$ cat src/logic/channel_mode_enable_defs.svh
// Offsets, field positions, reset values for the channel mode/enable block
`ifndef CHANNEL_MODE_ENABLE_DEFS_SVH
`define CHANNEL_MODE_ENABLE_DEFS_SVH
`define CME_OFF_AUX 8'h04
`define CME_OFF_STATUS 8'h0C
`define CME_OFF_MODE 8'h1C
`define CME_OFF_ENPOL 8'h20
`define CME_MODE_RESET 16'h0000
`define CME_ENPOL_RESET 16'h0000
`define CME_AUX_RESET 16'h0000
`define CME_ENPOL_USED 16'h3FFF
`define CME_AUX_USED 16'h00FF
`define CME_AUX_COMMUTATION_PRELOAD_CONTROL 0
`define CME_AUX_LOCK_LO 1
`define CME_AUX_CH1_DIR_LO 3
`define CME_AUX_CH2_DIR_LO 5
`define CME_AUX_COM_EVENT 8
`define CME_CH4_CLEAR 15
`define CME_CH4_MODE_LO 12
`define CME_CH4_PRELOAD 11
`define CME_CH4_FAST 10
`define CME_CH4_DIR_LO 8
`define CME_CH3_CLEAR 7
`define CME_CH3_MODE_LO 4
`define CME_CH3_PRELOAD 3
`define CME_CH3_FAST 2
`define CME_CH3_DIR_LO 0
`define CME_CH4_FILT_LO 12
`define CME_CH4_DIV_LO 10
`define CME_CH3_FILT_LO 4
`define CME_CH3_DIV_LO 2
`define CME_LOCK_POL 2'h2
`define CME_RESP_OKAY 2'h0
`define CME_RESP_SLVERR 2'h2
`endif

$ cat src/logic/channel_mode_enable_pkg.sv
// Types shared by the channel mode/enable block
package channel_mode_enable_pkg;
  typedef enum logic [1:0] {
    DIR_OUTPUT = 2'h0,
    DIR_INPUT_NATIVE = 2'h1,
    DIR_INPUT_CROSS = 2'h2,
    DIR_INPUT_TRIGGER = 2'h3
  } direction_t;
  typedef enum logic [2:0] {
    CMP_FROZEN = 3'h0,
    CMP_SET_ACTIVE = 3'h1,
    CMP_SET_INACTIVE = 3'h2,
    CMP_TOGGLE = 3'h3,
    CMP_FORCE_INACTIVE = 3'h4,
    CMP_FORCE_ACTIVE = 3'h5,
    CMP_PULSE_WIDTH_1 = 3'h6,
    CMP_PULSE_WIDTH_2 = 3'h7
  } compare_mode_t;
  typedef enum logic [1:0] {
    WR_IDLE = 2'h1,
    WR_RESP = 2'h2
  } write_state_t;
endpackage

$ cat src/logic/channel_mode_enable_regs.sv
// Channel 3/4 mode register and channel enable/polarity register
`timescale 1ns/1ps
`include "channel_mode_enable_defs.svh"
// Operation
// RL1: Channel 4 direction decodes output, four, three, trigger
// RL2: Channel 3 direction decodes output, three, four, trigger
// RL3: Trigger mapping needs internal trigger source selected
// RL4: Channel 4 direction writable only while disabled
// RL5: Channel 3 direction writable only while disabled
// RL6: Upper mode byte holds channel 4 output controls
// RL7: Lower mode byte holds channel 3 output controls
// RL8: Input mode reads filter and capture divider fields
// RL9: Software keeps reserved top bits at reset
// RL10: Four-bit enable/polarity group per channel
// RL11: Complementary polarity zero high, one low
// RL12: Main polarity zero high, one low
// RL13: Input polarity pair selects edge and inversion
// RL14: No both-edges in encoder, never reserved code
// RL15: Complementary channel bits preloaded, commutation load
// RL16: Protect level two or three blocks polarity
// RL17: Complementary enable gates complementary output drive
// RL18: Main enable gates main output drive
// RL19: Compare mode field selects eight compare behaviours
// RL20: Capture divider ratio, cleared while disabled
// RL21: Input enable allows counter capture
// RL22: Shared bits follow channel direction field
// RL23: Registers reset zero, reserved bits read zero
module channel_mode_enable_regs (
  input wire logic sys_clk,
  input wire logic reset_n,
  input wire logic clkEn,
  input wire logic [7:0] s_axi_awaddr,
  input wire logic s_axi_awvalid,
  output logic s_axi_awready,
  input wire logic [31:0] s_axi_wdata,
  input wire logic [3:0] s_axi_wstrb,
  input wire logic s_axi_wvalid,
  output logic s_axi_wready,
  output logic [1:0] s_axi_bresp,
  output logic s_axi_bvalid,
  input wire logic s_axi_bready,
  input wire logic [7:0] s_axi_araddr,
  input wire logic s_axi_arvalid,
  output logic s_axi_arready,
  output logic [31:0] s_axi_rdata,
  output logic [1:0] s_axi_rresp,
  output logic s_axi_rvalid,
  input wire logic s_axi_rready,
  input wire logic commutationEvent,
  input wire logic [3:0] outputRef,
  output channel_mode_enable_pkg::direction_t ch3DirectionSelect,
  output channel_mode_enable_pkg::direction_t ch4DirectionSelect,
  output logic [2:0] ch3InputRoute,
  output logic [2:0] ch4InputRoute,
  output channel_mode_enable_pkg::compare_mode_t ch3CompareMode,
  output channel_mode_enable_pkg::compare_mode_t ch4CompareMode,
  output logic [2:0] ch3CompareFlags,
  output logic [2:0] ch4CompareFlags,
  output logic [3:0] ch3InputFilter,
  output logic [3:0] ch4InputFilter,
  output logic [3:0] ch3CaptureRatio,
  output logic [3:0] ch4CaptureRatio,
  output logic [3:0] chEnable,
  output logic [3:0] chPolarity,
  output logic [2:0] chCompEnable,
  output logic [2:0] chCompPolarity,
  output logic [3:0] senseRising,
  output logic [3:0] senseFalling,
  output logic [3:0] inputInvert,
  output logic [3:0] captureEnable,
  output logic [3:0] dividerClear,
  output logic [3:0] mainOutLevel,
  output logic [3:0] mainOutDrive,
  output logic [2:0] compOutLevel,
  output logic [2:0] compOutDrive
);

  logic [15:0] modeReg_q; // Channel 3/4 mode register
  logic [15:0] enpolReg_q; // Software-visible enable/polarity copy
  logic [15:0] enpolAct_q; // Copy that steers the channels
  logic [15:0] auxReg_q; // Commutation control, protect level, dirs
  logic [7:0] awAddr_q; // Held write address
  logic awHeld_q; // Write address taken, waiting for data
  logic [31:0] wData_q; // Held write data
  logic [3:0] wStrb_q; // Held byte enables
  logic wHeld_q; // Write data taken, waiting for address
  channel_mode_enable_pkg::write_state_t wrState_q;
  logic [1:0] bResp_q;
  logic rValid_q;
  logic [31:0] rData_q;
  logic [1:0] rResp_q;
  logic doWrite; // Both halves present, no response pending
  logic comLoad; // Commutation from pin or software
  logic comSoft; // Software commutation request this cycle
  logic [15:0] wrMask; // Byte enables spread over 16 bits
  logic [15:0] modeD; // Mode register candidate value
  logic [15:0] enpolD; // Enable/polarity candidate value
  logic [1:0] lockLevel;
  logic lockPol; // Level 2 or 3 reached
  logic [3:0] chIsOutput; // Per-channel direction is output

  assign lockLevel = auxReg_q[`CME_AUX_LOCK_LO +: 2];
  assign lockPol = (lockLevel >= `CME_LOCK_POL);
  assign chIsOutput[0] = (auxReg_q[`CME_AUX_CH1_DIR_LO +: 2] == 2'h0);
  assign chIsOutput[1] = (auxReg_q[`CME_AUX_CH2_DIR_LO +: 2] == 2'h0);
  assign chIsOutput[2] = (modeReg_q[`CME_CH3_DIR_LO +: 2] == 2'h0);
  assign chIsOutput[3] = (modeReg_q[`CME_CH4_DIR_LO +: 2] == 2'h0);
  assign wrMask = {{8{wStrb_q[1]}}, {8{wStrb_q[0]}}};
  assign doWrite = awHeld_q && wHeld_q &&
                   (wrState_q == channel_mode_enable_pkg::WR_IDLE);
  assign comSoft = doWrite && (awAddr_q == `CME_OFF_AUX) &&
                   wStrb_q[1] && wData_q[`CME_AUX_COM_EVENT];
  assign comLoad = commutationEvent || comSoft;

  // Handshake outputs straight from the holding state
  assign s_axi_awready = !awHeld_q;
  assign s_axi_wready = !wHeld_q;
  assign s_axi_bvalid = (wrState_q == channel_mode_enable_pkg::WR_RESP);
  assign s_axi_bresp = bResp_q;
  assign s_axi_arready = !rValid_q;
  assign s_axi_rvalid = rValid_q;
  assign s_axi_rdata = rData_q;
  assign s_axi_rresp = rResp_q;

  // Mode register candidate, with the guarded fields held back
  always_comb begin
    modeD = (modeReg_q & ~wrMask) | (wData_q[15:0] & wrMask);
    // Direction frozen while the channel is enabled
    if (enpolReg_q[12]) begin
      modeD[`CME_CH4_DIR_LO +: 2] = modeReg_q[`CME_CH4_DIR_LO +: 2]; // see RL4
    end
    if (enpolReg_q[8]) begin
      modeD[`CME_CH3_DIR_LO +: 2] = modeReg_q[`CME_CH3_DIR_LO +: 2]; // see RL5
    end
    // Top protect level freezes compare mode and preload on outputs
    if (lockLevel == 2'h3 && chIsOutput[3]) begin
      modeD[`CME_CH4_MODE_LO +: 3] = modeReg_q[`CME_CH4_MODE_LO +: 3];
      modeD[`CME_CH4_PRELOAD] = modeReg_q[`CME_CH4_PRELOAD];
    end
    if (lockLevel == 2'h3 && chIsOutput[2]) begin
      modeD[`CME_CH3_MODE_LO +: 3] = modeReg_q[`CME_CH3_MODE_LO +: 3];
      modeD[`CME_CH3_PRELOAD] = modeReg_q[`CME_CH3_PRELOAD];
    end
  end

  // Enable/polarity candidate, polarity bits guarded by protect level
  always_comb begin
    enpolD = (enpolReg_q & ~wrMask) | (wData_q[15:0] & wrMask);
    enpolD = enpolD & `CME_ENPOL_USED; // see RL23
    for (int c = 0; c < 4; c++) begin
      if (lockPol) begin
        enpolD[4 * c + 1] = enpolReg_q[4 * c + 1]; // see RL16
      end
      if (lockPol && chIsOutput[c] && c < 3) begin
        enpolD[4 * c + 3] = enpolReg_q[4 * c + 3]; // see RL16
      end
    end
  end

  // Write address channel; either half may arrive first
  always_ff @(posedge sys_clk or negedge reset_n) begin
    if (!reset_n) begin
      awHeld_q <= 1'b0;
      awAddr_q <= 8'h00;
    end else if (clkEn) begin
      if (s_axi_awvalid && !awHeld_q) begin
        awHeld_q <= 1'b1;
        awAddr_q <= s_axi_awaddr;
      end else if (doWrite) begin
        awHeld_q <= 1'b0;
      end
    end
  end

  // Write data channel
  always_ff @(posedge sys_clk or negedge reset_n) begin
    if (!reset_n) begin
      wHeld_q <= 1'b0;
      wData_q <= 32'h00000000;
      wStrb_q <= 4'h0;
    end else if (clkEn) begin
      if (s_axi_wvalid && !wHeld_q) begin
        wHeld_q <= 1'b1;
        wData_q <= s_axi_wdata;
        wStrb_q <= s_axi_wstrb;
      end else if (doWrite) begin
        wHeld_q <= 1'b0;
      end
    end
  end

  // Write response; a new write waits until the old answer is taken
  always_ff @(posedge sys_clk or negedge reset_n) begin
    if (!reset_n) begin
      wrState_q <= channel_mode_enable_pkg::WR_IDLE;
      bResp_q <= `CME_RESP_OKAY;
    end else if (clkEn) begin
      case (wrState_q)
        channel_mode_enable_pkg::WR_IDLE: begin
          if (doWrite) begin
            wrState_q <= channel_mode_enable_pkg::WR_RESP;
            case (awAddr_q)
              `CME_OFF_AUX, `CME_OFF_STATUS, `CME_OFF_MODE,
              `CME_OFF_ENPOL: bResp_q <= `CME_RESP_OKAY;
              default: bResp_q <= `CME_RESP_SLVERR;
            endcase
          end
        end
        channel_mode_enable_pkg::WR_RESP: begin
          if (s_axi_bready) begin
            wrState_q <= channel_mode_enable_pkg::WR_IDLE;
          end
        end
        default: wrState_q <= channel_mode_enable_pkg::WR_IDLE;
      endcase
    end
  end

  // Register stores; status is read-only and ignores writes
  always_ff @(posedge sys_clk or negedge reset_n) begin
    if (!reset_n) begin
      modeReg_q <= `CME_MODE_RESET; // see RL23
      enpolReg_q <= `CME_ENPOL_RESET; // see RL23
      auxReg_q <= `CME_AUX_RESET;
    end else if (clkEn && doWrite) begin
      case (awAddr_q)
        `CME_OFF_MODE: modeReg_q <= modeD;
        `CME_OFF_ENPOL: enpolReg_q <= enpolD;
        `CME_OFF_AUX: begin
          auxReg_q <= ((auxReg_q & ~wrMask) | (wData_q[15:0] & wrMask)) &
                      `CME_AUX_USED;
        end
        default: begin
          // Unmapped or read-only: nothing stored
        end
      endcase
    end
  end

  // Active enable/polarity copies, one group of four per channel
  genvar g;
  generate
    for (g = 0; g < 4; g++) begin : gChan
      always_ff @(posedge sys_clk or negedge reset_n) begin
        if (!reset_n) begin
          enpolAct_q[4 * g +: 4] <= 4'h0;
        end else if (clkEn) begin
          // With commutation preload set, channels with a complementary output wait for commutation
          if (g < 3 && auxReg_q[`CME_AUX_COMMUTATION_PRELOAD_CONTROL]) begin
            if (comLoad) begin
              enpolAct_q[4 * g +: 4] <= enpolReg_q[4 * g +: 4]; // see RL15
            end
          end else begin
            enpolAct_q[4 * g +: 4] <= enpolReg_q[4 * g +: 4]; // see RL10
          end
        end
      end

      // Pin-facing levels; polarity inverts the reference
      always_ff @(posedge sys_clk or negedge reset_n) begin
        if (!reset_n) begin
          mainOutLevel[g] <= 1'b0;
          mainOutDrive[g] <= 1'b0;
        end else if (clkEn) begin
          mainOutLevel[g] <= outputRef[g] ^ enpolAct_q[4 * g + 1]; // see RL12
          mainOutDrive[g] <= enpolAct_q[4 * g] && chIsOutput[g]; // see RL18
        end
      end

      if (g < 3) begin : gComp
        always_ff @(posedge sys_clk or negedge reset_n) begin
          if (!reset_n) begin
            compOutLevel[g] <= 1'b0;
            compOutDrive[g] <= 1'b0;
          end else if (clkEn) begin
            // Complementary is the inverse of the reference
            compOutLevel[g] <= !outputRef[g] ^
              enpolAct_q[4 * g + 3]; // see RL11
            compOutDrive[g] <= enpolAct_q[4 * g + 2] &&
              chIsOutput[g]; // see RL17
          end
        end
        assign chCompEnable[g] = enpolAct_q[4 * g + 2];
        assign chCompPolarity[g] = enpolAct_q[4 * g + 3];
      end

      assign chEnable[g] = enpolAct_q[4 * g];
      assign chPolarity[g] = enpolAct_q[4 * g + 1];
      // Input sense: {comp, main} 00 rise, 01 fall inverted, 11 both
      assign senseRising[g] = !chIsOutput[g] &&
        (enpolAct_q[4 * g + 1] == enpolAct_q[4 * g + 3]); // see RL13
      assign senseFalling[g] = !chIsOutput[g] &&
        enpolAct_q[4 * g + 1]; // see RL13
      assign inputInvert[g] = !chIsOutput[g] && enpolAct_q[4 * g + 1] &&
        !enpolAct_q[4 * g + 3]; // see RL13
      assign captureEnable[g] = !chIsOutput[g] &&
        enpolAct_q[4 * g]; // see RL21
      assign dividerClear[g] = !enpolAct_q[4 * g]; // see RL20
    end
  endgenerate

  // Direction and input routing; route is {trigger, four, three}
  assign ch3DirectionSelect = channel_mode_enable_pkg::direction_t'(
    modeReg_q[`CME_CH3_DIR_LO +: 2]);
  assign ch4DirectionSelect = channel_mode_enable_pkg::direction_t'(
    modeReg_q[`CME_CH4_DIR_LO +: 2]);
  always_comb begin
    case (ch3DirectionSelect) // see RL2
      channel_mode_enable_pkg::DIR_INPUT_NATIVE: ch3InputRoute = 3'h1;
      channel_mode_enable_pkg::DIR_INPUT_CROSS: ch3InputRoute = 3'h2;
      channel_mode_enable_pkg::DIR_INPUT_TRIGGER: ch3InputRoute = 3'h4;
      default: ch3InputRoute = 3'h0; // Output: no input
    endcase
    case (ch4DirectionSelect) // see RL1
      channel_mode_enable_pkg::DIR_INPUT_NATIVE: ch4InputRoute = 3'h2;
      channel_mode_enable_pkg::DIR_INPUT_CROSS: ch4InputRoute = 3'h1;
      channel_mode_enable_pkg::DIR_INPUT_TRIGGER: ch4InputRoute = 3'h4;
      default: ch4InputRoute = 3'h0; // Output: no input
    endcase
  end

  // Shared bits read as compare or capture fields by direction
  always_comb begin
    ch3CompareMode = channel_mode_enable_pkg::CMP_FROZEN;
    ch4CompareMode = channel_mode_enable_pkg::CMP_FROZEN;
    ch3CompareFlags = 3'h0;
    ch4CompareFlags = 3'h0;
    ch3InputFilter = 4'h0;
    ch4InputFilter = 4'h0;
    ch3CaptureRatio = 4'h0;
    ch4CaptureRatio = 4'h0;
    if (chIsOutput[2]) begin // see RL22
      ch3CompareMode = channel_mode_enable_pkg::compare_mode_t'(
        modeReg_q[`CME_CH3_MODE_LO +: 3]); // see RL19
      ch3CompareFlags = {modeReg_q[`CME_CH3_CLEAR],
        modeReg_q[`CME_CH3_PRELOAD], modeReg_q[`CME_CH3_FAST]}; // see RL7
    end else begin
      ch3InputFilter = modeReg_q[`CME_CH3_FILT_LO +: 4]; // see RL8
      ch3CaptureRatio = 4'h1 << modeReg_q[`CME_CH3_DIV_LO +: 2]; // see RL20
    end
    if (chIsOutput[3]) begin // see RL22
      ch4CompareMode = channel_mode_enable_pkg::compare_mode_t'(
        modeReg_q[`CME_CH4_MODE_LO +: 3]); // see RL19
      ch4CompareFlags = {modeReg_q[`CME_CH4_CLEAR],
        modeReg_q[`CME_CH4_PRELOAD], modeReg_q[`CME_CH4_FAST]}; // see RL6
    end else begin
      ch4InputFilter = modeReg_q[`CME_CH4_FILT_LO +: 4]; // see RL8
      ch4CaptureRatio = 4'h1 << modeReg_q[`CME_CH4_DIV_LO +: 2]; // see RL20
    end
  end

  // Read channel; one answer at a time, data held until taken
  always_ff @(posedge sys_clk or negedge reset_n) begin
    if (!reset_n) begin
      rValid_q <= 1'b0;
      rData_q <= 32'h00000000;
      rResp_q <= `CME_RESP_OKAY;
    end else if (clkEn) begin
      if (s_axi_arvalid && !rValid_q) begin
        rValid_q <= 1'b1;
        rResp_q <= `CME_RESP_OKAY;
        case (s_axi_araddr)
          `CME_OFF_MODE: rData_q <= {16'h0000, modeReg_q};
          `CME_OFF_ENPOL: rData_q <= {16'h0000, enpolReg_q}; // see RL23
          `CME_OFF_AUX: rData_q <= {16'h0000, auxReg_q};
          `CME_OFF_STATUS: rData_q <= {16'h0000, enpolAct_q};
          default: begin
            rData_q <= 32'h00000000;
            rResp_q <= `CME_RESP_SLVERR;
          end
        endcase
      end else if (s_axi_rready) begin
        rValid_q <= 1'b0;
      end
    end
  end

endmodule

$ cat config.mk
export PLATFORM = sky130hd
export DESIGN_NAME = channel_mode_enable_regs
export DESIGN_NICKNAME = d
export VERILOG_FILES = /design/src/logic/channel_mode_enable_pkg.sv /design/src/logic/channel_mode_enable_regs.sv
export VERILOG_INCLUDE_DIRS = /design/src /design/src/logic
export SDC_FILE = /design/constraint.sdc
export NUM_CORES = 1
export LEC_CHECK = 0
export BUFFER_PORTS_ARGS = -buffer_cell sky130_fd_sc_hd__buf_2
export CORE_AREA = 2 2 128 130
export CTS_CLUSTER_SIZE = 40
export DETAILED_ROUTE_END_ITERATION = 12
export DIE_AREA = 0 0 130 132
export PLACE_DENSITY = 0.59
export SLEW_MARGIN = 20
export SYNTH_ARGS = -nofsm -noshare
export SYNTH_HDL_FRONTEND = slang
export SYNTH_SLANG_ARGS = --single-unit
$ cat constraint.sdc
create_clock -name sys_clk -period 2.6 [get_ports sys_clk]
set_clock_uncertainty 0.05 [all_clocks]
set_input_delay 0.52 -clock sys_clk [delete_from_list [all_inputs] [get_ports sys_clk]]
set_output_delay 0.52 -clock sys_clk [all_outputs]
set_load 0.03 [all_outputs]
==> results.yml <==
outcome:
  outcome: "finished, final reports clean"
power:
  total_power_divided_by_cell_area_nw_per_um2: 827
  peakVddDrop_mv: 0.540
  power_leakage_uw: 0.00361
critical_path:
  cpLargestDelayFamily: "simple AND/OR/NAND/NOR gates"
  r2r_start: "wrState_q[0]$_DFFE_PN1P_"
  worst_path_most_repeated_cell: "sky130_fd_sc_hd__nor2b_1"
  timing.critical_path.fanout_max: 6
  crit_cells: 4
  worst_setup_path_end_kind: "primary output"
  timing.setup.critical_path_class: "reg2out"
  crit_arrival_ns: 1.65
  reg2regPathDepth: 4
  worstPathRequired_ns: 2.03
  worst_setup_path_start_kind: "flip-flop"
  ff2ff_setup_slack_ns: 0.38
  worst_path_max_delay_cell: "sky130_fd_sc_hd__dfrtp_1"
  cp_cell_sequence: "nor2_1 -> nor2b_1 -> nor2b_1 -> buf_2"
  crit_path_end: "inputInvert[0]"
  cp_slowest_stage_delay_ns: 0.40
  path_buf_inv: 1
placement:
  placed_cells_incl_taps: 829
  hpwlAfterDp_um: 10700
  gp_congestion: 0.831
  port-buffer-count: 155
synthesis:
  synthXorXnorAreaFrac_pct: 1.61
  ys_ff_latch: 115
  synth_enable_flop_cells: 0
  yosys.area.top_type: "sky130_fd_sc_hd__dfrtp_1"
  post_synth_mux_area_share_pct: 19.7
  post_synth_num_cell_types: 40
  synthFlopType: "sky130_fd_sc_hd__dfrtp_1"
  synth_commonest_cells: "114 x sky130_fd_sc_hd__dfrtp_1, 80 x sky130_fd_sc_hd__mux2_2, 28 x sky130_fd_sc_hd__nand2_1"
  postSynth.asyncResetShare_pct: 100
  post_synth_main_area_contributors: "sky130_fd_sc_hd__dfrtp_1 52%, sky130_fd_sc_hd__mux2_2 17%, sky130_fd_sc_hd__buf_4 3.3%"
  dominant_combinational_cell_family_by_area_after_synthesis: "multiplexers"
  synth.cell_area_um2: 5440
  yosysTopAreaCellShare_pct: 52.5
  synth_compound_gate_area_share_pct: 6.21
  adder_and_majority_cell_fraction_of_the_synthesized_area_pct: 0
  syn-mean-instance-area_um2: 11.7
  netlist_instances: 466
  seq_area_frac_synth_pct: 53.0
  synth_most_common_cell: "sky130_fd_sc_hd__dfrtp_1"
  synth_simple_gate_area_share_pct: 13.8
  synth-warning-count: 0
cts:
  cts_htree_levels: 4
  tritoncts_num_sinks: 115
  tritoncts: "done"
  post_cts_resized: 0
  insertion_delay_ns: 0.40
  clock-root-buffer: "sky130_fd_sc_hd__clkbuf_16"
  post_cts.repair.setup_buffers: 0
  cts-buffers-inserted: 17
  clk_path_buf_depth: 2
  worst_setup_hold_path_clk_slew_ns: 0.05
floorplan:
  ioPinCount: 192
  fp.dieH_um: 132
  start_util_pct: 34.6
  floorplan.die_area_um2: 17200
  floorplan.core_area_um2: 15700
  die_width_um: 130
  core.rowCount: 46
global_routing:
  first_global_vias: 4082
  globalRouteOverflowTotal: 0
  global_route.usage.met2_pct: 26.3
  grt.total_usage_pct: 17.1
  grtUsageMet3_pct: 5.97
  grt.busiest_layer: "met2"
  grt_first_pass_wirelength_um: 22600
  grt_max_degree: 72
  use_met1_pct: 22.9
  antenna_found_initial: 1
final_layout:
  share_of_cells_above_drive_strength_1_pct: 44.4
  fin_util_pct: 44.8
  fin_cells: 863
  area_delta_synth_final_pct: 29.6
  finalNetCount: 698
sta:
  timing_hold_violations_final: 0
  rsz0062_at_grt: "false"
  timing.max_slew.rel_slack_pct: 32.7
  setup_total_negative_slack_ns: 0
  setup_viol: 0
  worstMarginPinSlew_ns: 1.01
  fmaxAchievable_mhz: 450
  final.min_clock_period_ns: 2.22
  final_min_period_over_clock_period_pct: 85.4
  slew_viol_final: 0
min_path:
  timing.hold.worst.class: "in2reg"
  worst_hold_path_startpoint: "s_axi_wdata[2]"
route:
  via_count_normalized_by_instance_count: 4.71
  routed_wl_um: 14200
  final_antenna_net_count: 0
  via_count: 4062
  drt_iter0_markers: 250
  wl_per_cell_um: 16.5
  route.detailed.drc: 0
  drt_pass1_iterations: 6
flow_run:
  max_cap_violations: 0
## stage by stage
stage          power [µW]  instance area (µm²)  hold WS, ns  setup WS (ns)
2_1_floorplan        3140                 5500        0.174          0.374
3_3_place_gp         3480                 6440        0.374          0.332
3_5_place_dp         3540                 6440        0.378          0.315
4_1_cts              5890                 7040        0.281          0.349
5_1_grt              6120                 7040        0.279          0.219
6_report             5820                 7040        0.298          0.379
## per-layer routing
layer / routed length, µm / up-vias
li1: - / 1932
met1: 6360 / 1991
met2: 6860 / 137
met3: 934 / 2
met4: 49 / 0
met5: 0 / -
## worst min path at each step
| stage | cells after the start | endpoint | slack [ns] |
|---|---|---|---|
| after floorplan | 0 | async pin | 0.17 |
| after global placement | 1 | compOutDrive[1]$_DFFE_PN0P_ | 0.37 |
| after detailed placement | 1 | compOutDrive[1]$_DFFE_PN0P_ | 0.38 |
| after CTS | 2 | wData_q[2]$_DFFE_PN0P_ | 0.28 |
| after global routing | 2 | wData_q[1]$_DFFE_PN0P_ | 0.28 |
| final | 2 | wData_q[2]$_DFFE_PN0P_ | 0.30 |
## what timing repair did
item	in CTS	in global routing
endpoints found under the setup margin	0	0
hold endpoints to repair	17	0
hold buffers	1	0
## logic make-up (layout without fill, tap and decap cells)
kind of cell	count (synthesis)	after routing
AO/OA/AOI/OAI	56	56
XOR/XNOR	10	10
buffers and inverters	56	219
flip-flops	115	115
multiplexers	93	93
other	1	19
AND/OR/NAND/NOR	135	135
## report_power, final
group,switching [µW],internal [µW]
sequential,324,2120
clock,746,1580
combinational,583,470
total,1650,4170
## layout by cell type (no fill, tap or decap), types with 2 or more instances in the layout
cell                        Yosys  final
sky130_fd_sc_hd__nand3_1       12     12
sky130_fd_sc_hd__nor3_1         2      2
sky130_fd_sc_hd__bufinv_16      0      3
sky130_fd_sc_hd__nor2_1        26     26
sky130_fd_sc_hd__conb_1         1     18
sky130_fd_sc_hd__clkbuf_16      0     17
sky130_fd_sc_hd__mux2_4         8      8
sky130_fd_sc_hd__mux2_2        80     80
sky130_fd_sc_hd__clkbuf_8       0      3
sky130_fd_sc_hd__nor2b_1       22     22
sky130_fd_sc_hd__xor2_1         3      3
sky130_fd_sc_hd__nand2_1       28     28
sky130_fd_sc_hd__a31oi_1        2      2
sky130_fd_sc_hd__a222oi_1       8      8
sky130_fd_sc_hd__nor3b_1        5      5
sky130_fd_sc_hd__o21ai_0       27     26
sky130_fd_sc_hd__buf_2          4    154
sky130_fd_sc_hd__and3b_1        3      3
sky130_fd_sc_hd__mux2i_1        5      5
sky130_fd_sc_hd__a21oi_1       15     15
sky130_fd_sc_hd__clkbuf_1      13      8
sky130_fd_sc_hd__and2_1        17     17
sky130_fd_sc_hd__buf_4         24     16
sky130_fd_sc_hd__inv_1         15     15
sky130_fd_sc_hd__xnor2_1        7      7
sky130_fd_sc_hd__dfrtp_1      114    114
sky130_fd_sc_hd__and4_1         3      3
sky130_fd_sc_hd__nand2b_1       3      3
sky130_fd_sc_hd__nand4_1        5      5
## final cells by class
cell class	instances	area, µm²
fillers	1521	8670
multi-input cells	312	2320
inverters	15	56.3
flip-flops and latches	115	2880
repair buffers	172	921
well taps	216	270
diodes	1	2.50
clock inverters	4	95.1
clock buffers	28	497
Note: power is estimated with default switching activity, not from simulation.
